$ cat config.mk
export PLATFORM = sky130hd
export DESIGN_NAME = adc_mode_calibration_control
export DESIGN_NICKNAME = d
export VERILOG_FILES = /design/src/shared/adc_mode_pkg.sv /design/src/design/sync_agree.sv /design/src/design/adc_mode_calibration_control.sv
export SDC_FILE = /design/constraint.sdc
export NUM_CORES = 1
export LEC_CHECK = 0
export BUFFER_PORTS_ARGS = -buffer_cell sky130_fd_sc_hd__buf_2
export CAP_MARGIN = 20
export CORE_MARGIN = 1
export CORE_UTILIZATION = 49
export CTS_CLUSTER_DIAMETER = 120
export CTS_CLUSTER_SIZE = 20
export DETAILED_ROUTE_END_ITERATION = 6
export MAX_ROUTING_LAYER = met4
export PLACE_DENSITY = 0.75
export SYNTH_ARGS = -nofsm -noshare
export SYNTH_HDL_FRONTEND = slang
export SYNTH_SLANG_ARGS = --single-unit
$ cat constraint.sdc
create_clock -name I_CLOCK -period 1.85 [get_ports I_CLOCK]
set_clock_uncertainty 0.05 [all_clocks]
set_input_delay 0.37 -clock I_CLOCK [delete_from_list [all_inputs] [get_ports I_CLOCK]]
set_output_delay 0.37 -clock I_CLOCK [all_outputs]
set_load 0.02 [all_outputs]
$ cat src/shared/adc_mode_pkg.sv
// Constants, codes and carriers of the converter mode and calibration block
package adc_mode_pkg;

    // ------------------------------------------------------------------
    // Special function register addresses
    // ------------------------------------------------------------------
    localparam logic [7:0] PRI_CTRL_ADDR = 8'hd2;
    localparam logic [7:0] MODE_ADDR = 8'hd1;
    localparam logic [7:0] STATUS_ADDR = 8'hd8;
    localparam logic [7:0] AUX_CTRL_ADDR = 8'hd3;
    localparam logic [7:0] AUX_CFG1_ADDR = 8'hd4;
    localparam logic [7:0] AUX_CFG2_ADDR = 8'hd5;

    // ------------------------------------------------------------------
    // Reset values and implemented-bit mask
    // ------------------------------------------------------------------
    localparam logic [7:0] PRI_CTRL_RESET = 8'h07;
    localparam logic [7:0] MODE_RESET = 8'h00;
    localparam logic [7:0] PRI_CTRL_IMPL_MASK = 8'he7;

    // ------------------------------------------------------------------
    // Field positions
    // ------------------------------------------------------------------
    localparam int MODE_LSB = 0;
    localparam int CHOP_OFF_BIT = 3;
    localparam int AUX_EN_BIT = 4;
    localparam int PRI_EN_BIT = 5;
    localparam int PRIMARY_READY_FLAG_BIT = 7;
    localparam int AUX_READY_FLAG_BIT = 6;
    localparam int CAL_BUSY_BIT = 5;
    localparam int AUX_ERROR_FLAG_BIT = 4;
    localparam int BUF_LSB = 6;
    localparam int UNI_BIT = 5;
    localparam int RANGE_LSB = 0;

    // ------------------------------------------------------------------
    // Counts
    // ------------------------------------------------------------------
    localparam int CAL_PERIODS_CHOP = 2;
    localparam int CAL_PERIODS_NOCHOP = 4;
    localparam int SYNC_STAGES = 3;

    // ------------------------------------------------------------------
    // Codes
    // ------------------------------------------------------------------
    typedef enum logic [2:0]
    {
        MODE_PD = 3'b000,
        MODE_IDLE = 3'b001,
        MODE_SINGLE = 3'b010,
        MODE_CONT = 3'b011,
        MODE_CAL_IZ = 3'b100,
        MODE_CAL_IF = 3'b101,
        MODE_CAL_SZ = 3'b110,
        MODE_CAL_SF = 3'b111
    } mode_code_type;

    localparam logic [1:0] BUF_BOTH = 2'b00;
    localparam logic [1:0] BUF_BYPASS = 2'b10;

    // ------------------------------------------------------------------
    // Carriers
    // ------------------------------------------------------------------
    typedef struct packed {
        logic wr;
        logic rd;
        logic [7:0] addr;
        logic [7:0] wdata;
    } sfr_req_type;

    typedef struct packed {
        logic pri_restart;
        logic aux_restart;
        logic pri_run;
        logic aux_run;
        logic mod_power;
        logic input_short;
        logic ref_to_input;
        logic cal_store_pri;
        logic cal_store_aux;
        logic latch_pri;
        logic latch_aux;
    } fe_ctrl_type;

    typedef struct packed {
        logic buf_bypass;
        logic unipolar;
        logic [2:0] range;
    } analog_cfg_type;

endpackage : adc_mode_pkg

$ cat src/design/sync_agree.sv
// Three-stage synchroniser whose output moves once stages two and three agree
module sync_agree
    import adc_mode_pkg::*;
(
    input wire logic i_clock,
    input wire logic i_rst,
    input wire logic i_async,
    output logic o_level
);

    // ------------------------------------------------------------------
    // Stages
    // ------------------------------------------------------------------
    logic [SYNC_STAGES-1:0] stage_r;
    logic level_r;
    wire agree = stage_r[1] == stage_r[2];

    // Stage one feeds stage two only; agreement filters one-cycle glitches
    always_ff @(posedge i_clock or posedge i_rst)
    begin
        if (i_rst)
        begin
            stage_r <= '0;
            level_r <= 1'b0;
        end
        else
        begin
            stage_r <= {stage_r[SYNC_STAGES-2:0], i_async};
            if (agree)
                level_r <= stage_r[2];
        end
    end

    assign o_level = level_r;

endmodule : sync_agree

$ cat src/design/adc_mode_calibration_control.sv
// Mode, calibration and primary control sequencer of the converter pair
//
// Contract
// - Mode field selects off, idle, single, continuous
// - Single conversion latches results, flags, returns off
// - Code 100 shorts enabled inputs for calibration
// - Code 101 routes selected reference to inputs
// - Codes 110/111 calibrate on selected channel input
// - Changing mode field resets both converters
// - Rewriting same mode also resets both, unless it only raises aux enable
// - Aux config write with primary enabled, or primary enable rise, resets both
// - Aux control write resets only auxiliary converter
// - Aux restart aligns to primary output cadence
// - Aux starts at once if primary finished
// - Core power-down keeps mode, restarts on return
// - Calibration code clears ready flags, then calibrates
// - Calibration end stores coefficients, flags, mode off
// - Aux calibration on temperature sensor flags error
// - Calibration lasts two or four output periods
// - Bits 7:6 select buffered or bypassed inputs
// - Bit 5 selects unipolar or bipolar coding
// - Bits 2:0 select eight doubling input ranges
// - Bits 4:3 unimplemented, writes ignored
// - Control register at D2H, resets to 07H
module adc_mode_calibration_control
    import adc_mode_pkg::*;
#(
    parameter int CAL_CHOP = CAL_PERIODS_CHOP,
    parameter int CAL_NOCHOP = CAL_PERIODS_NOCHOP
)
(
    input wire logic I_CLOCK,
    input wire logic I_RST,
    input wire sfr_req_type I_SFR,
    output logic [7:0] O_SFR_RDATA,
    input wire logic I_CORE_PD,
    input wire logic I_PRI_OUT_STROBE,
    input wire logic I_AUX_OUT_STROBE,
    input wire logic I_AUX_TEMP_SEL,
    output fe_ctrl_type O_FE,
    output analog_cfg_type O_PRI_CFG
);

    // ------------------------------------------------------------------
    // Elaboration checks
    // ------------------------------------------------------------------
    if (CAL_CHOP < 1 || CAL_CHOP > 7 || CAL_NOCHOP < 1 || CAL_NOCHOP > 7)
    begin : g_bad_cal
        $error("calibration period counts must lie in 1..7");
    end

    localparam logic [2:0] CAL_CHOP_CNT = CAL_CHOP[2:0];
    localparam logic [2:0] CAL_NOCHOP_CNT = CAL_NOCHOP[2:0];

    typedef enum logic [1:0]
    {
        AUX_OFF = 2'b00,
        AUX_ALIGN = 2'b01,
        AUX_RUN = 2'b10
    } aux_state_type;

    // ------------------------------------------------------------------
    // State
    // ------------------------------------------------------------------
    logic [7:0] pri_ctrl_r;
    logic [2:0] mode_r;
    logic pri_en_r;
    logic aux_en_r;
    logic chop_off_r;
    logic primary_ready_flag_r;
    logic aux_ready_flag_r;
    logic aux_error_flag_r;
    logic pri_done_r;
    logic aux_done_r;
    logic [2:0] cal_cnt_r;
    logic pd_q_r;
    logic [7:0] rdata_r;
    aux_state_type aux_r;
    aux_state_type aux_nxt;
    fe_ctrl_type fe_r;
    fe_ctrl_type fe_nxt;
    analog_cfg_type cfg_r;
    logic pd_s;

    sync_agree u_pd_sync
    (
        .i_clock(I_CLOCK),
        .i_rst(I_RST),
        .i_async(I_CORE_PD),
        .o_level(pd_s)
    );

    // ------------------------------------------------------------------
    // Register decode
    // ------------------------------------------------------------------
    wire wr_pri_ctrl = I_SFR.wr && I_SFR.addr == PRI_CTRL_ADDR;
    wire wr_mode = I_SFR.wr && I_SFR.addr == MODE_ADDR;
    wire wr_status = I_SFR.wr && I_SFR.addr == STATUS_ADDR;
    wire wr_aux_ctl = I_SFR.wr && I_SFR.addr == AUX_CTRL_ADDR;
    wire wr_aux_cfg = I_SFR.wr
        && (I_SFR.addr == AUX_CFG1_ADDR || I_SFR.addr == AUX_CFG2_ADDR);
    wire [2:0] wmode = I_SFR.wdata[MODE_LSB +: 3];
    wire wpri_en = I_SFR.wdata[PRI_EN_BIT];
    wire waux_en = I_SFR.wdata[AUX_EN_BIT];

    // A rewrite that leaves mode and primary alone but raises the aux
    // enable only disturbs the auxiliary converter
    wire aux_only_mode_wr = wr_mode && wmode == mode_r
        && wpri_en == pri_en_r && waux_en && !aux_en_r;
    wire both_rst = (wr_mode && !aux_only_mode_wr)
        || (wr_aux_cfg && pri_en_r);
    wire aux_rst = aux_only_mode_wr || wr_aux_ctl
        || (wr_aux_cfg && !pri_en_r);
    wire pd_fall = pd_q_r && !pd_s;
    wire cal_start = wr_mode && wmode[2];

    // ------------------------------------------------------------------
    // Sequencing terms
    // ------------------------------------------------------------------
    wire active = !pd_s && mode_r != MODE_PD;
    wire converting = active && mode_r != MODE_IDLE;
    wire in_single = mode_r == MODE_SINGLE;
    wire in_cont = mode_r == MODE_CONT;
    wire in_cal = mode_r[2];
    wire pri_live = fe_r.pri_run && !fe_r.pri_restart;
    wire aux_live = aux_r == AUX_RUN && fe_r.aux_run && !fe_r.aux_restart;
    wire pri_tick = I_PRI_OUT_STROBE && pri_live;
    wire aux_tick = I_AUX_OUT_STROBE && aux_live;
    wire pri_busy = pri_live && (in_cont || in_cal
        || (in_single && !pri_done_r));
    wire [2:0] cal_target = chop_off_r ? CAL_NOCHOP_CNT : CAL_CHOP_CNT;
    wire lead_tick = pri_en_r ? pri_tick : aux_tick;
    wire cal_done = converting && in_cal && !both_rst
        && ((!pri_en_r && !aux_en_r)
        || (lead_tick && cal_cnt_r == cal_target - 3'd1));
    wire single_done = converting && in_single && !both_rst
        && (pri_done_r || !pri_en_r) && (aux_done_r || !aux_en_r);
    wire aux_cal_bad = aux_en_r && I_AUX_TEMP_SEL;
    wire conv_latch_pri = pri_tick && (in_single || in_cont) && pri_en_r;
    wire conv_latch_aux = aux_tick && (in_single || in_cont) && aux_en_r;
    wire set_primary_ready_flag = conv_latch_pri || (cal_done && pri_en_r);
    wire set_aux_ready_flag = conv_latch_aux || (cal_done && aux_en_r);
    wire clr_primary_ready_flag = (wr_status && I_SFR.wdata[PRIMARY_READY_FLAG_BIT]) || cal_start;
    wire clr_aux_ready_flag = (wr_status && I_SFR.wdata[AUX_READY_FLAG_BIT]) || cal_start;
    wire clr_aux_error_flag = (wr_status && I_SFR.wdata[AUX_ERROR_FLAG_BIT]) || cal_start;

    // Hardware return to off loses to a software mode write
    wire [2:0] mode_nxt = wr_mode ? wmode
        : (cal_done || single_done) ? MODE_PD
        : mode_r;

    // ------------------------------------------------------------------
    // Auxiliary alignment
    // ------------------------------------------------------------------
    // Joining mid-stream would leave the aux phase-shifted from primary
    always_comb
    begin
        aux_nxt = aux_r;
        if (both_rst || pd_fall)
            aux_nxt = AUX_RUN;
        else if (aux_rst)
            aux_nxt = pri_busy ? AUX_ALIGN : AUX_RUN;
        else
        begin
            case (aux_r)
                AUX_OFF:
                    aux_nxt = (converting && aux_en_r) ? AUX_RUN : AUX_OFF;
                AUX_ALIGN:
                    if (!(converting && aux_en_r))
                        aux_nxt = AUX_OFF;
                    else if (I_PRI_OUT_STROBE || !pri_busy)
                        aux_nxt = AUX_RUN;
                AUX_RUN:
                    aux_nxt = (converting && aux_en_r) ? AUX_RUN : AUX_OFF;
                default:
                    aux_nxt = AUX_OFF;
            endcase
        end
    end

    // ------------------------------------------------------------------
    // Front-end controls
    // ------------------------------------------------------------------
    wire aux_release = aux_r == AUX_ALIGN && aux_nxt == AUX_RUN;
    wire [2:0] nm = mode_nxt;
    wire nm_conv = !pd_s && nm != MODE_PD && nm != MODE_IDLE;
    wire npri_en = wr_mode ? wpri_en : pri_en_r;
    wire naux_en = wr_mode ? waux_en : aux_en_r;

    always_comb
    begin
        fe_nxt = '0;
        fe_nxt.pri_restart = both_rst || pd_fall;
        fe_nxt.aux_restart = both_rst || aux_rst || pd_fall || aux_release;
        fe_nxt.pri_run = nm_conv && npri_en;
        fe_nxt.aux_run = nm_conv && naux_en && aux_nxt == AUX_RUN;
        fe_nxt.mod_power = !pd_s && nm != MODE_PD;
        fe_nxt.input_short = nm_conv && nm == MODE_CAL_IZ;
        fe_nxt.ref_to_input = nm_conv && nm == MODE_CAL_IF;
        fe_nxt.cal_store_pri = cal_done && pri_en_r;
        fe_nxt.cal_store_aux = cal_done && aux_en_r && !I_AUX_TEMP_SEL;
        fe_nxt.latch_pri = conv_latch_pri;
        fe_nxt.latch_aux = conv_latch_aux;
    end
    // System calibrations simply keep the selected channels connected

    // ------------------------------------------------------------------
    // Read mux
    // ------------------------------------------------------------------
    wire [7:0] mode_view = {2'b00, pri_en_r, aux_en_r, chop_off_r, mode_r};
    wire [7:0] stat_view = {primary_ready_flag_r, aux_ready_flag_r, in_cal && active, aux_error_flag_r, 4'h0};
    wire [7:0] rdata_nxt = (I_SFR.addr == PRI_CTRL_ADDR)
        ? (pri_ctrl_r & PRI_CTRL_IMPL_MASK)
        : (I_SFR.addr == MODE_ADDR) ? mode_view
        : (I_SFR.addr == STATUS_ADDR) ? stat_view
        : 8'h00;

    // ------------------------------------------------------------------
    // Primary control register and its decoded fields
    // ------------------------------------------------------------------
    wire [1:0] buf_field = pri_ctrl_r[BUF_LSB +: 2];
    wire [7:0] pri_ctrl_nxt = wr_pri_ctrl ? I_SFR.wdata : pri_ctrl_r;
    wire analog_cfg_type cfg_nxt = '{
        buf_bypass: buf_field == BUF_BYPASS,
        unipolar: pri_ctrl_r[UNI_BIT],
        range: pri_ctrl_r[RANGE_LSB +: 3]
    };

    // Configuration storage
    always_ff @(posedge I_CLOCK or posedge I_RST)
    begin
        if (I_RST)
        begin
            pri_ctrl_r <= PRI_CTRL_RESET;
            mode_r <= MODE_RESET[2:0];
            pri_en_r <= 1'b0;
            aux_en_r <= 1'b0;
            chop_off_r <= 1'b0;
            cfg_r <= '{PRI_CTRL_RESET[BUF_LSB +: 2] == BUF_BYPASS,
                PRI_CTRL_RESET[UNI_BIT], PRI_CTRL_RESET[RANGE_LSB +: 3]};
        end
        else
        begin
            pri_ctrl_r <= pri_ctrl_nxt;
            mode_r <= mode_nxt;
            if (wr_mode)
            begin
                pri_en_r <= wpri_en;
                aux_en_r <= waux_en;
                chop_off_r <= I_SFR.wdata[CHOP_OFF_BIT];
            end
            cfg_r <= cfg_nxt;
        end
    end

    // Status flags: a set in the cycle of a clear wins
    always_ff @(posedge I_CLOCK or posedge I_RST)
    begin
        if (I_RST)
        begin
            primary_ready_flag_r <= 1'b0;
            aux_ready_flag_r <= 1'b0;
            aux_error_flag_r <= 1'b0;
        end
        else
        begin
            primary_ready_flag_r <= set_primary_ready_flag || (primary_ready_flag_r && !clr_primary_ready_flag);
            aux_ready_flag_r <= set_aux_ready_flag || (aux_ready_flag_r && !clr_aux_ready_flag);
            aux_error_flag_r <= (cal_done && aux_cal_bad) || (aux_error_flag_r && !clr_aux_error_flag);
        end
    end

    // Progress of the current operation
    always_ff @(posedge I_CLOCK or posedge I_RST)
    begin
        if (I_RST)
        begin
            pri_done_r <= 1'b0;
            aux_done_r <= 1'b0;
            cal_cnt_r <= 3'd0;
            pd_q_r <= 1'b0;
            aux_r <= AUX_OFF;
        end
        else
        begin
            pd_q_r <= pd_s;
            aux_r <= aux_nxt;
            if (both_rst || pd_fall || cal_done || single_done)
            begin
                pri_done_r <= 1'b0;
                aux_done_r <= 1'b0;
                cal_cnt_r <= 3'd0;
            end
            else
            begin
                pri_done_r <= pri_done_r || conv_latch_pri;
                aux_done_r <= (aux_done_r && !aux_rst) || conv_latch_aux;
                if (in_cal && lead_tick)
                    cal_cnt_r <= cal_cnt_r + 3'd1;
            end
        end
    end

    // Outputs and read data
    always_ff @(posedge I_CLOCK or posedge I_RST)
    begin
        if (I_RST)
        begin
            fe_r <= '0;
            rdata_r <= 8'h00;
        end
        else
        begin
            fe_r <= fe_nxt;
            if (I_SFR.rd)
                rdata_r <= rdata_nxt;
        end
    end

    assign O_FE = fe_r;
    assign O_PRI_CFG = cfg_r;
    assign O_SFR_RDATA = rdata_r;

endmodule : adc_mode_calibration_control

* Word-level counts from Yosys, hierarchy flattened
Cells that the tools add are included.
W data, S select, Z words.
** Cells by class
- $add $sub $neg :: 2
- $mul :: 0
- Div/mod/pow operators :: 0
- $lt $le $gt $ge :: 0
- Eq/ne operators :: 20
- Shift-type cells :: 0
- Muxes and demuxes :: 20
- Bitwise operators :: 0
- Reductions and logical operators :: 106
** Operator list (count)
- $logic_and A1 B1 Y1 :: 59
- $eq A8 B8 Y1 const B :: 6
- $logic_or A1 B1 Y1 :: 28
- $mux W8 :: 3
- $mux W3 :: 5
- $logic_not A1 Y1 :: 14
- $mux W2 :: 6
- $eq A2 B2 Y1 const B :: 3
- $eq A3 B2 Y1 const B :: 2
- $eq A3 B3 Y1 :: 2
- $eq A3 B3 Y1 const B :: 2
- $ne A3 B1 Y1 const B :: 2
- $reduce_bool A3 Y1 :: 2
- $mux W1 :: 5
- $pmux W2 S2 :: 1
- $add A3 B1 Y3 const B :: 1
- $sub A3 B1 Y3 const B :: 1
- $eq A1 B1 Y1 :: 2
- $eq A2 B1 Y1 const B :: 1
- $logic_not A2 Y1 :: 1
- $reduce_bool A2 Y1 :: 1
- $reduce_or A2 Y1 :: 1
** Storage, ports and cells
- Flip-flop bits (word level) :: 53
- Latch bits :: 0
- Memory bits (writable) :: 0
- Bits in read-only memories :: 0
- Input port bits :: 24
- Word-level logic and storage cells :: 178
- Memories :: 0

* Depth between registers and ports, before layout
Gate-level depths: netlist (run 1).
- Depth in word-level cells :: 21
- Depth in mapped cells :: 7
- Mapped depth without buffers :: 6

* By module
Synthesis (run 1) repeated with hierarchy kept, for this count alone.
** Unflattened totals
- Cell total of the unflattened synthesis :: 217
- Area total of the unflattened synthesis :: 2421.1 um^2
** Modules (own cells, without submodules)
- adc_mode_calibration_control :: instances 1, cells an instance 211, area an instance 2306.0 um^2, sequential area each 1183.6 um^2
- sync_agree :: instances 1, cells an instance 6, area an instance 115.1 um^2, sequential area each 100.1 um^2

* Worst setup path after synthesis (run 1)
Ideal clock, no wire load.
- Path type :: input-to-reg
- Start point :: input port I_SFR[9] (netlist bit)
- End point :: register fe_r (netlist bit O_FE[7])
- Library setup time :: 0.137 ns
- Data arrival time :: 1.708 ns
- Required time :: 1.663 ns
- Path slack :: -0.044 ns
- Stages on the path :: 6
- Path buffers :: 1
- Cell sequence :: buf_2 > or4b_4 > nor3_4 > mux2_4 > nand2_1 > a211oi_1
** RTL lines
- from (decl) :: line adc_mode_calibration_control.sv:34 : input wire sfr_req_type I_SFR,
- to (signal assigned) :: line adc_mode_calibration_control.sv:314 : fe_r <= fe_nxt;
- to (decl) :: line adc_mode_calibration_control.sv:80 : fe_ctrl_type fe_r;

* Final worst setup path (run 1)
- Start point :: register aux_en_r
- End point :: register cal_cnt_r[1]
** Between the ends
- Word-level cells in the longest chain between the ends :: 11
- Elaborated cells on any way between the ends :: 19
- Classes of those cells :: mux: 1; reduce/logical: 18
** Ends and longest elaborated chain
- from (decl) :: line adc_mode_calibration_control.sv:68 : logic aux_en_r;
- from (signal assigned) :: line adc_mode_calibration_control.sv:249 : aux_en_r <= waux_en;
- $logic_not A1 Y1 (*) :: line adc_mode_calibration_control.sv:109, adc_mode_calibration_control.sv:134, adc_mode_calibration_control.sv:137
- $logic_and A1 B1 Y1 :: line adc_mode_calibration_control.sv:109 : && wpri_en == pri_en_r && waux_en && !aux_en_r;
- $logic_not A1 Y1 :: line adc_mode_calibration_control.sv:110 : wire both_rst = (wr_mode && !aux_only_mode_wr)
- $logic_and A1 B1 Y1 :: line adc_mode_calibration_control.sv:110
- $logic_or A1 B1 Y1 :: line adc_mode_calibration_control.sv:111 : || (wr_aux_cfg && pri_en_r);
- $logic_not A1 Y1 :: line adc_mode_calibration_control.sv:133, adc_mode_calibration_control.sv:136
- $logic_and A1 B1 Y1, on equally long branches :: line adc_mode_calibration_control.sv:133, adc_mode_calibration_control.sv:136
- $logic_and A1 B1 Y1, on equally long branches :: line adc_mode_calibration_control.sv:134, adc_mode_calibration_control.sv:137
- $logic_or A1 B1 Y1 or $logic_and A1 B1 Y1 (tied branches) :: line adc_mode_calibration_control.sv:288, adc_mode_calibration_control.sv:137
- $logic_or A1 B1 Y1 (*) :: line adc_mode_calibration_control.sv:288 : if (both_rst || pd_fall || cal_done || single_done)
- $mux W3 or $reduce_bool A2 Y1 (tied branches)
- to (signal assigned) :: line adc_mode_calibration_control.sv:299 : cal_cnt_r <= cal_cnt_r + 3'd1;
- to (decl) :: line adc_mode_calibration_control.sv:75 : logic [2:0] cal_cnt_r;
Every way passes the cells marked *; elsewhere a longest branch is shown, timed or not.
A chain may end at the register's enable or synchronous reset.

==> qor.txt, run 1 <==
final total power: 2.21 mW
total I/O pin count: 48
CTS tree: yes
synthesized netlist cell count: 223
DRT antenna net count: 0
iteration count of the initial detailed-routing pass: 4
Placed Area: 3140 um2
sw power: 0.591 mW
global route overflow: 0
number of port buffers: 47
R2R cell count: 5
total number of vias: 2283
Hold-fix buffers, CTS: 0
number of buffers between clock root and the deepest sink: 2
setup slack of the worst register-to-register path: -0.09 ns
post-synthesis cell type with the largest combined area: sky130_fd_sc_hd__dfrtp_1
first-pass GRT wire length: 10.8 mm
antenna cell count: 0
startpoint type of the worst setup path: flop
Fin. Hold Viols: 1
data required time of the worst path: 2.04 ns
RSZ-0062 raised after global routing: true
register clock-pin slew on the reported worst setup and hold paths: 0.10 ns
portion of total power attributed to the clock network: 0.307
post-synthesis area per instance: 10.7 um2
Cell Count Post-Placement: 390
smallest setup slack after layout: -0.0854 ns
Initial Utilization: 0.507
worst reg2reg endpoint: cal_cnt_r[1]$_DFFE_PP0P_
Combinational Power Share: 0.154
post-layout instance area: 3450 um2
WP data arrival: 2.13 ns
CTS Root Buffer Type: sky130_fd_sc_hd__clkbuf_8
fraction of layout instances using a drive strength above 1: 0.482
area growth from synthesis to final layout: 44.1%
maximum number of pins on one net before global-route repair: 32
largest voltage drop on the vdd net: 415 uV
Global Route Usage Sum: 0.285
failing checks: hold timing, setup timing
synth cell count leaders: sky130_fd_sc_hd__dfrtp_1, sky130_fd_sc_hd__nor2_1, sky130_fd_sc_hd__nand2_1, sky130_fd_sc_hd__inv_1
peak per-stage delay on the critical path: 0.57 ns
share of the synthesized area in the top cell type: 0.470
share of total power consumed by net switching: 0.267
post-layout minimum cycle time: 1.94 ns
clock insertion delay at the later pin of the skew report: 0.31 ns
number of nets at the end of the flow: 366
number of distinct library cells after synthesis: 57
Slew HR: 0.704
total standard cell area after synthesis: 2390 um2
Finish-stage setup viols: 13
number of warnings printed during yosys synthesis: 0
Total Routed Length: 6.96 mm
total clock buffers created by CTS: 5
CTS sink cnt: 51
master of the slowest instance on the critical path: sky130_fd_sc_hd__or4b_4
First DRT Iteration DRCs: 174
critical setup path kind: reg2reg
LEAKAGE: 1.71 nW
Critical R2R Launch: aux_en_r$_DFF_PP0_
outcome: finished with violations
Int Pwr: 1.62 mW
largest cells by area after synthesis: sky130_fd_sc_hd__dfrtp_1, sky130_fd_sc_hd__dfstp_2, sky130_fd_sc_hd__nor2_1
drt via density: 5.58
final core utilization: 0.730
Avg WL per Cell: 17.0 um
max-cap check violation count: 0
post-place setup slack: -0.237 ns
via count of the first global-routing pass: 2285
power per standard cell area: 642 nW/um2
achievable frequency: 0.517 GHz
register area share after synthesis: 0.536
sequential group share of total power: 0.540
worst min path class: in2async
gate family responsible for the most delay along the worst path: simple AND/OR/NAND/NOR gates
series of cell instances along the critical path: nand2b_4, a2111oi_4, a31oi_4, or4b_4, a21oi_2
Post-synth EDFFs: 0
CP max FO: 5
number of remaining DRC errors: 0
final clock period utilization by the worst path: 1.05
count of filler cells inserted in the layout: 321
vertical extent of the die: 71.9 um
top_reg_cell synth: sky130_fd_sc_hd__dfrtp_1
# rows: 25
Placer Congestion: 0.947
final std cells w/o fill: 409
die outline area: 5170 um2
transition at the pin with the smallest max-transition slack: 0.441 ns
initial antenna violation count: 0
cell with the most instances after synthesis: sky130_fd_sc_hd__dfrtp_1
final number of max-transition violations: 0
type of destination of the critical path: flop
worst hold margin: -0.00165 ns
post-synthesis sequential element count: 51
fraction of synthesis flops using an asynchronous set or reset pin: 1.00
htree depth: 2
detailed placement HPWL: 4.93 mm
overall die width: 71.9 um
core outline area: 4720 um2
number of nets in the synthesized netlist: 248
Buf/Inv on CP: 0
-- timing repair --
action,in CTS,in global routing
setup endpoints to repair,18,17
gates resized for setup,12,17
pin swaps,8,12
setup buffers,5,7
-- through the flow --
stage	hold WS [ns]	setup TNS, ns
after floorplan	0.281	-0.0444
after global placement	0.286	-2.68
after detailed placement	0.287	-3.53
after CTS	0.0174	-0.461
after global routing	0.0419	-1.35
final	-0.00165	-0.636
-- power by group through the flow --
stage / clock network, mW / registers [mW] / logic, mW
6_report: 0.678 / 1.19 / 0.340
5_1_grt: 0.724 / 1.20 / 0.364
4_1_cts: 0.681 / 1.19 / 0.317
3_5_place_dp: 0 / 1.21 / 0.301
3_3_place_gp: 0 / 1.21 / 0.297
2_1_floorplan: 0 / 1.23 / 0.118
-- cells by family (layout without fill, tap and decap cells) --
| logic type | after synthesis | after routing | synth area share |
|---|---|---|---|
| compound gates | 50 | 50 | 0.154 |
| xor+xnor | 4 | 4 | 0.0146 |
| fa+ha+maj | 2 | 2 | 0.00941 |
| buf+inv | 22 | 141 | 0.0361 |
| flops | 51 | 51 | 0.536 |
| mux | 7 | 7 | 0.0335 |
| simple gates | 87 | 87 | 0.216 |
-- cells in the final DEF (no fill, tap or decap), types with 2 or more instances in the layout --
| cell | netlist | layout |
|---|---|---|
| sky130_fd_sc_hd__a211oi_2 | 0 | 2 |
| sky130_fd_sc_hd__o21ai_1 | 8 | 8 |
| sky130_fd_sc_hd__nand4b_1 | 3 | 3 |
| sky130_fd_sc_hd__xor2_1 | 3 | 3 |
| sky130_fd_sc_hd__buf_4 | 0 | 68 |
| sky130_fd_sc_hd__a21o_1 | 4 | 4 |
| sky130_fd_sc_hd__and3_1 | 3 | 3 |
| sky130_fd_sc_hd__nor2_1 | 16 | 15 |
| sky130_fd_sc_hd__inv_2 | 3 | 4 |
| sky130_fd_sc_hd__a221oi_1 | 2 | 2 |
| sky130_fd_sc_hd__mux2i_1 | 2 | 2 |
| sky130_fd_sc_hd__o21ai_0 | 4 | 2 |
| sky130_fd_sc_hd__nand3b_1 | 6 | 6 |
| sky130_fd_sc_hd__mux2_1 | 4 | 4 |
| sky130_fd_sc_hd__a21oi_1 | 8 | 6 |
| sky130_fd_sc_hd__nor3_2 | 0 | 2 |
| sky130_fd_sc_hd__nor3b_1 | 2 | 2 |
| sky130_fd_sc_hd__a21oi_2 | 1 | 3 |
| sky130_fd_sc_hd__o21ai_2 | 0 | 2 |
| sky130_fd_sc_hd__or4b_4 | 2 | 2 |
| sky130_fd_sc_hd__buf_2 | 2 | 47 |
| sky130_fd_sc_hd__nor4b_2 | 0 | 2 |
| sky130_fd_sc_hd__nand3_1 | 6 | 6 |
| sky130_fd_sc_hd__inv_1 | 13 | 12 |
| sky130_fd_sc_hd__nor3_1 | 8 | 6 |
| sky130_fd_sc_hd__nor2b_1 | 5 | 3 |
| sky130_fd_sc_hd__nand4_1 | 2 | 2 |
| sky130_fd_sc_hd__nand2b_1 | 6 | 5 |
| sky130_fd_sc_hd__nand2_1 | 15 | 15 |
| sky130_fd_sc_hd__a32oi_1 | 4 | 4 |
| sky130_fd_sc_hd__o31ai_1 | 2 | 2 |
| sky130_fd_sc_hd__dfstp_2 | 6 | 6 |
| sky130_fd_sc_hd__dfrtp_1 | 45 | 43 |
| sky130_fd_sc_hd__dfrtp_2 | 0 | 2 |
| sky130_fd_sc_hd__clkbuf_8 | 0 | 6 |
-- registers in the layout (all words and copies together) (netlist names) --
register / cells
O_FE: 11
O_PRI_CFG: 5
O_SFR_RDATA: 8
aux_done_r: 1
aux_en_r: 1
aux_error_flag_r: 1
aux_r: 2
aux_ready_flag_r: 1
cal_cnt_r: 3
chop_off_r: 1
mode_r: 3
pd_q_r: 1
pri_ctrl_r: 6
pri_done_r: 1
pri_en_r: 1
primary_ready_flag_r: 1
u_pd_sync.o_level: 1
u_pd_sync.stage_r: 3
-- worst max-delay path by stage --
| stage | end | cells after the start | slack (ns) | startpoint |
|---|---|---|---|---|
| finish | cal_cnt_r[1]$_DFFE_PP0P_ | 5 | -0.09 | aux_en_r$_DFF_PP0_ |
| CTS | cal_cnt_r[1]$_DFFE_PP0P_ | 5 | -0.1 | mode_r[2]$_DFF_PP0_ |
| global placement | O_FE[4]$_DFF_PP0_ | 7 | -0.22 | I_SFR[10] |
| floorplan | O_FE[7]$_DFF_PP0_ | 6 | -0.04 | I_SFR[9] |
| global route | cal_cnt_r[1]$_DFFE_PP0P_ | 5 | -0.14 | aux_en_r$_DFF_PP0_ |
| detailed placement | O_FE[7]$_DFF_PP0_ | 6 | -0.24 | I_SFR[10] |
-- per-layer routing --
| metal | up-vias | part of all wire | GRT usage |
|---|---|---|---|
| met4 | 0 | 0.033 | 0.115 |
| met1 | 1114 | 0.40 | 0.362 |
| met2 | 97 | 0.51 | 0.474 |
| li1 | 1050 | - | - |
| met5 | - | 0 | - |
| met3 | 22 | 0.060 | 0.0306 |
-- final cells by class --
| cell class | instances | area (um2) | area share |
|---|---|---|---|
| clock buffers | 7 | 86.3 | 0.0250 |
| clock inverters | 1 | 8.76 | 0.00254 |
| inverters | 16 | 60.1 | 0.0174 |
| multi-input cells | 150 | 1150 | 0.332 |
| flip-flops and latches | 51 | 1290 | 0.373 |
| well taps | 67 | 83.8 | 0.0243 |
| repair buffers | 117 | 777 | 0.225 |
Note: power is estimated with default switching activity, not from simulation.
==> run 2: changes to the inputs <==
Settings changed: CORE_UTILIZATION 49 to 44, PLACE_DENSITY 0.75 to 0.69.
==> qor.txt, run 2 (synthesis results as in run 1) <==
final clock period utilization by the worst path: 1.03 (-0.0144)
# rows: 26 (+4.0%)
register clock-pin slew on the reported worst setup and hold paths: 0.09 ns (about the same)
final total power: 2.29 mW (+3.6%)
Total Routed Length: 6.29 mm (-9.6%)
sw power: 0.582 mW (-1.5%)
final number of max-transition violations: 0 (unchanged)
fraction of layout instances using a drive strength above 1: 0.463 (-0.0193)
LEAKAGE: 1.69 nW (-1.2%)
area growth from synthesis to final layout: 42.4%
overall die width: 75.8 um (+5.4%)
Finish-stage setup viols: 8 (-5)
CP max FO: 5 (unchanged)
achievable frequency: 0.524 GHz (+1.4%)
transition at the pin with the smallest max-transition slack: 0.430 ns (-0.0105 ns)
number of flip-flops in the largest register: 11 (unchanged)
iteration count of the initial detailed-routing pass: 4 (unchanged)
leading cell type in the layout, fill and taps excluded: sky130_fd_sc_hd__buf_4
sequential group share of total power: 0.521 (-0.019)
Hold-fix buffers, CTS: 0 (unchanged)
Initial Utilization: 0.463 (-0.0440)
final core utilization: 0.659 (-0.0709)
met2 wire length: 3.11 mm (-12%)
share of total power consumed by net switching: 0.254 (-0.0131)
CTS Root Buffer Type: sky130_fd_sc_hd__clkbuf_8
Met3 Wirelength: 194 um (-53%)
die outline area: 5740 um2 (+11%)
CTS sink cnt: 51 (unchanged)
critical setup path kind: reg2reg
routed length on met1: 2.84 mm (+2.7%)
detailed placement HPWL: 4.88 mm (-0.95%)
power per standard cell area: 672 nW/um2 (+4.7%)
Cell Count Post-Placement: 397 (+1.8%)
worst min path class: in2async
type of destination of the critical path: flop
RSZ-0062 raised after global routing: true
core outline area: 5170 um2 (+9.5%)
largest voltage drop on the vdd net: 426 uV (+2.5%)
number of remaining DRC errors: 0 (unchanged)
initial antenna violation count: 0 (unchanged)
number of port buffers: 47 (unchanged)
final std cells w/o fill: 409 (unchanged)
Global Route Usage Sum: 0.251 (-0.0343)
global route overflow: 0 (unchanged)
First DRT Iteration DRCs: 214 (+23%)
WP data arrival: 2.11 ns (-0.02 ns)
outcome: finished with violations
max-cap check violation count: 0 (unchanged)
number of buffers between clock root and the deepest sink: 2 (unchanged)
vertical extent of the die: 75.8 um (+5.4%)
data required time of the worst path: 2.05 ns (about the same)
total number of vias: 2187 (-4.2%)
antenna cell count: 0 (unchanged)
Placer Congestion: 0.978 (+3.3%)
smallest setup slack after layout: -0.0588 ns (+0.0266 ns)
clock insertion delay at the later pin of the skew report: 0.31 ns (about the same)
failing checks: setup timing
drt via density: 5.35 (-4.2%)
Avg WL per Cell: 15.4 um (-9.6%)
htree depth: 2 (unchanged)
post-layout minimum cycle time: 1.91 ns (-0.0266 ns)
Combinational Power Share: 0.139 (-0.015)
via count of the first global-routing pass: 2145 (-6.1%)
maximum number of pins on one net before global-route repair: 52 (+63%)
Placed Area: 3180 um2 (+1.1%)
total clock buffers created by CTS: 5 (unchanged)
post-layout instance area: 3410 um2 (-1.1%)
number of nets at the end of the flow: 363 (-0.82%)
portion of total power attributed to the clock network: 0.341 (+0.034)
CTS tree: yes
Int Pwr: 1.71 mW (+5.4%)
Fin. Hold Viols: 0 (-1)
most frequent cells in the layout: sky130_fd_sc_hd__buf_4, sky130_fd_sc_hd__buf_2, sky130_fd_sc_hd__dfrtp_1, sky130_fd_sc_hd__nor2_1, sky130_fd_sc_hd__nand2_1
post-place setup slack: -0.211 ns (+0.0260 ns)
first-pass GRT wire length: 10.1 mm (-6.7%)
Slew HR: 0.713 (+0.00970)
total I/O pin count: 48 (unchanged)
DRT antenna net count: 0 (unchanged)
uppermost signal routing layer after detailed routing: met4
startpoint type of the worst setup path: flop
[run 2: cell count changes in the layout (fill, tap and decap cells not counted), sizes merged]
cell    delta
buf        -3
clkinv     +1
bufinv     +1
clkbuf     -2
[run 2: path summary, 6_finish.rpt]
check	from	end	slack, ns	depth (start not counted)
max in group asynchronous	I_RST	O_PRI_CFG[1]$_DFF_PP1_	1.43	3
min in group I_CLOCK	I_CORE_PD	u_pd_sync.stage_r[0]$_DFF_PP0_	0.11	1
hold / removal	I_RST	O_SFR_RDATA[2]$_DFFE_PP0P_	0.04	3
hold reg to reg	u_pd_sync.stage_r[0]$_DFF_PP0_	u_pd_sync.stage_r[1]$_DFF_PP0_	0.31	0
setup reg to reg	mode_r[0]$_DFF_PP0_	aux_done_r$_DFF_PP0_	-0.06	5
setup / recovery	mode_r[0]$_DFF_PP0_	aux_done_r$_DFF_PP0_	-0.06	5
[run 2: critical path: stages (launching register included)]
cell and delay, ns:
sky130_fd_sc_hd__dfrtp_1 0.42, sky130_fd_sc_hd__inv_2 0.04, sky130_fd_sc_hd__a222oi_1 0.45, sky130_fd_sc_hd__a31oi_2 0.20, sky130_fd_sc_hd__or4b_4 0.56, sky130_fd_sc_hd__nor2_1 0.13
[run 2: layout make-up]
type / count / area (um2)
fill: 421 / 1760
sequential: 51 / 1290
multi-input combinational: 150 / 1110
timing repair buffer: 114 / 754
tap: 70 / 87.6
clock buffer: 5 / 68.8
inverter: 16 / 60.1
clock inverter: 3 / 43.8
[run 2: per-stage QoR]
stage / hold WS, ns / setup TNS, ns
after CTS: 0.0487 / -0.261
final: 0.0352 / -0.271
after global routing: 0.0580 / -1.15
after floorplan: 0.281 / -0.0444
after detailed placement: 0.292 / -2.91
after global placement: 0.285 / -2.29
[run 2: per-layer routing]
| layer | track usage | up-vias |
|---|---|---|
| met5 | - | - |
| met4 | 0.0905 | 0 |
| met3 | 0.0437 | 14 |
| met2 | 0.417 | 44 |
| met1 | 0.307 | 1081 |
| li1 | - | 1048 |
[run 2: power by group through the flow]
stage | clock network (mW) | logic [mW] | registers, mW
final | 0.781 | 0.317 | 1.19
after global routing | 0.823 | 0.347 | 1.20
after detailed placement | 0 | 0.302 | 1.21
after global placement | 0 | 0.298 | 1.21
after CTS | 0.785 | 0.313 | 1.19
after floorplan | 0 | 0.118 | 1.23
[run 2: timing repair]
item | CTS | global route
resized for setup | 17 | 5
setup endpoints to repair | 17 | 15
buffers inserted | 2 | 2
pin swaps | 11 | 1
==> run 3: changes to the inputs <==
Settings changed: BUFFER_PORTS_ARGS -buffer_cell sky130_fd_sc_hd__buf_2 to -buffer_cell sky130_fd_sc_hd__clkbuf_2.
==> qor.txt, run 3 (synthesis results as in run 1) <==
register clock-pin slew on the reported worst setup and hold paths: 0.10 ns (about the same)
CTS Root Buffer Type: sky130_fd_sc_hd__clkbuf_8
post-layout instance area: 3450 um2 (+1.1%)
post-place setup slack: -0.222 ns (-0.0115 ns)
Initial Utilization: 0.463 (unchanged)
Multi-input gate area: 1120 um2 (+1.4%)
Int Pwr: 1.59 mW (-6.9%)
First DRT Iteration DRCs: 208 (-2.8%)
die outline area: 5740 um2 (unchanged)
series of cell instances along the critical path: buf_6, a222oi_1, buf_4, a31oi_2, or4b_4, a21oi_2
fraction of layout instances using a drive strength above 1: 0.483 (+0.0194)
Hold-fix buffers, CTS: 0 (unchanged)
RSZ-0062 raised after global routing: true
clock insertion delay at the later pin of the skew report: 0.31 ns (about the same)
share of total power consumed by net switching: 0.279 (+0.0253)
outcome: finished with violations
critical setup path kind: reg2reg
number of nets at the end of the flow: 368 (+1.4%)
Combinational Power Share: 0.150 (+0.011)
master of the slowest instance on the critical path: sky130_fd_sc_hd__or4b_4
drt via density: 5.49 (+2.6%)
achievable frequency: 0.504 GHz (-3.9%)
global route overflow: 0 (unchanged)
overall die width: 75.8 um (unchanged)
max-cap check violation count: 0 (unchanged)
transition at the pin with the smallest max-transition slack: 0.406 ns (-0.0243 ns)
Reg area: 1290 um2 (about the same)
final number of max-transition violations: 0 (unchanged)
Buf/Inv on CP: 2 (+1)
post-layout minimum cycle time: 1.99 ns (+0.0771 ns)
smallest setup slack after layout: -0.136 ns (-0.0771 ns)
leading cell type in the layout, fill and taps excluded: sky130_fd_sc_hd__buf_4
total I/O pin count: 48 (unchanged)
failing checks: setup timing
antenna cell count: 0 (unchanged)
sw power: 0.616 mW (+5.9%)
Placed Area: 3160 um2 (-0.47%)
number of buffers between clock root and the deepest sink: 2 (unchanged)
type of destination of the critical path: flop
detailed placement HPWL: 4.84 mm (-0.89%)
peak per-stage delay on the critical path: 0.58 ns (+0.02 ns)
via count of the first global-routing pass: 2147 (+0.093%)
final total negative setup slack: -1.09 ns (-0.820 ns)
portion of total power attributed to the clock network: 0.310 (-0.031)
# rows: 26 (unchanged)
met1 Use GR: 0.314 (+0.00677)
Finish-stage setup viols: 14 (+6)
number of port buffers: 47 (unchanged)
startpoint type of the worst setup path: flop
core outline area: 5170 um2 (unchanged)
CP max FO: 5 (unchanged)
Global Route Usage Sum: 0.253 (+0.00145)
LEAKAGE: 1.69 nW (-0.25%)
htree depth: 2 (unchanged)
number of remaining DRC errors: 0 (unchanged)
iteration count of the initial detailed-routing pass: 4 (unchanged)
met2 usage: 0.423 (+0.00590)
Cell Count Post-Placement: 395 (-0.50%)
Placer Congestion: 0.900 (-8.0%)
most frequent cells in the layout: sky130_fd_sc_hd__buf_4, sky130_fd_sc_hd__clkbuf_2, sky130_fd_sc_hd__dfrtp_1, sky130_fd_sc_hd__nand2_1, sky130_fd_sc_hd__nor2_1
sequential group share of total power: 0.540 (+0.019)
count of filler cells inserted in the layout: 392 (-6.9%)
Slew HR: 0.726 (+0.0132)
vertical extent of the die: 75.8 um (unchanged)
data required time of the worst path: 2.05 ns (about the same)
gate family responsible for the most delay along the worst path: simple AND/OR/NAND/NOR gates
CTS sink cnt: 51 (unchanged)
Avg WL per Cell: 16.3 um (+5.7%)
GR met3 Demand/Resource: 0.0450 (+0.00132)
final core utilization: 0.666 (+0.00701)
largest voltage drop on the vdd net: 466 uV (+9.5%)
power per standard cell area: 641 nW/um2 (-4.7%)
final std cells w/o fill: 414 (+1.2%)
DRT antenna net count: 0 (unchanged)
Fin. Hold Viols: 0 (unchanged)
final clock period utilization by the worst path: 1.07 (+0.0417)
CTS tree: yes
number of flip-flops in the largest register: 11 (unchanged)
most crowded layer after global routing: met2
setup slack of the worst register-to-register path: -0.14 ns (-0.08 ns)
Total Routed Length: 6.73 mm (+7.0%)
WP data arrival: 2.18 ns (+0.07 ns)
area growth from synthesis to final layout: 44.0%
maximum number of pins on one net before global-route repair: 52 (unchanged)
total number of vias: 2272 (+3.9%)
initial antenna violation count: 0 (unchanged)
total clock buffers created by CTS: 5 (unchanged)
first-pass GRT wire length: 10.4 mm (+2.4%)
worst min path class: in2async
==> run 3: area by class of cell <==
class / instances / share of cell area
clock buffer: 5 / 0.0200
clock inverter: 3 / 0.00763
inverter: 16 / 0.0174
sequential: 51 / 0.374
multi-input combinational: 150 / 0.326
tap: 70 / 0.0254
timing repair buffer: 119 / 0.230
==> run 3: path summary, 6_finish.rpt <==
path                                                   to                           start  depth (start not counted)
setup / recovery                 cal_cnt_r[1]$_DFFE_PP0P_              pri_en_r$_DFF_PP0_                          6
hold / removal                 O_SFR_RDATA[2]$_DFFE_PP0P_                           I_RST                          3
min in group I_CLOCK       u_pd_sync.stage_r[0]$_DFF_PP0_                       I_CORE_PD                          1
hold reg to reg            u_pd_sync.stage_r[1]$_DFF_PP0_  u_pd_sync.stage_r[0]$_DFF_PP0_                          0
setup reg to reg                 cal_cnt_r[1]$_DFFE_PP0P_              pri_en_r$_DFF_PP0_                          6
max in group asynchronous       pri_ctrl_r[1]$_DFFE_PP1P_                           I_RST                          3
==> run 3: routing by layer <==
metal | routed length (um) | vias to the layer above
li1 | - | 1057
met1 | 2730 | 1106
met2 | 3390 | 93
met3 | 484 | 16
met4 | 129 | 0
met5 | 0 | -
==> run 3: power by group through the flow <==
stage               Clock (mW)  Combinational [mW]  Sequential, mW
floorplan                    0               0.118            1.23
finish                   0.684               0.331            1.19
global route             0.734               0.356            1.20
global placement             0               0.292            1.21
CTS                      0.688               0.319            1.19
detailed placement           0               0.298            1.21
==> run 3: worst reg2reg max path: cells and delay by family (launching register included) <==
family | cells | cell delay (ns)
compound gates | 3 | 0.53
buf+inv | 2 | 0.33
flops | 1 | 0.45
simple gates | 1 | 0.58
==> run 3: through the flow <==
stage / hold WS (ns) / power [mW]
2_1_floorplan: 0.281 / 1.35
3_3_place_gp: 0.286 / 1.50
3_5_place_dp: 0.289 / 1.51
4_1_cts: 0.0335 / 2.20
5_1_grt: 0.0470 / 2.29
6_report: 0.0208 / 2.21
==> run 3: repair_timing <==
| action | in CTS | in global routing |
|---|---|---|
| pin swaps | 10 | 5 |
| gates resized for setup | 16 | 9 |
| hold endpoints to repair | 0 | 0 |
| setup endpoints to repair | 18 | 18 |
| buffers inserted | 7 | 4 |
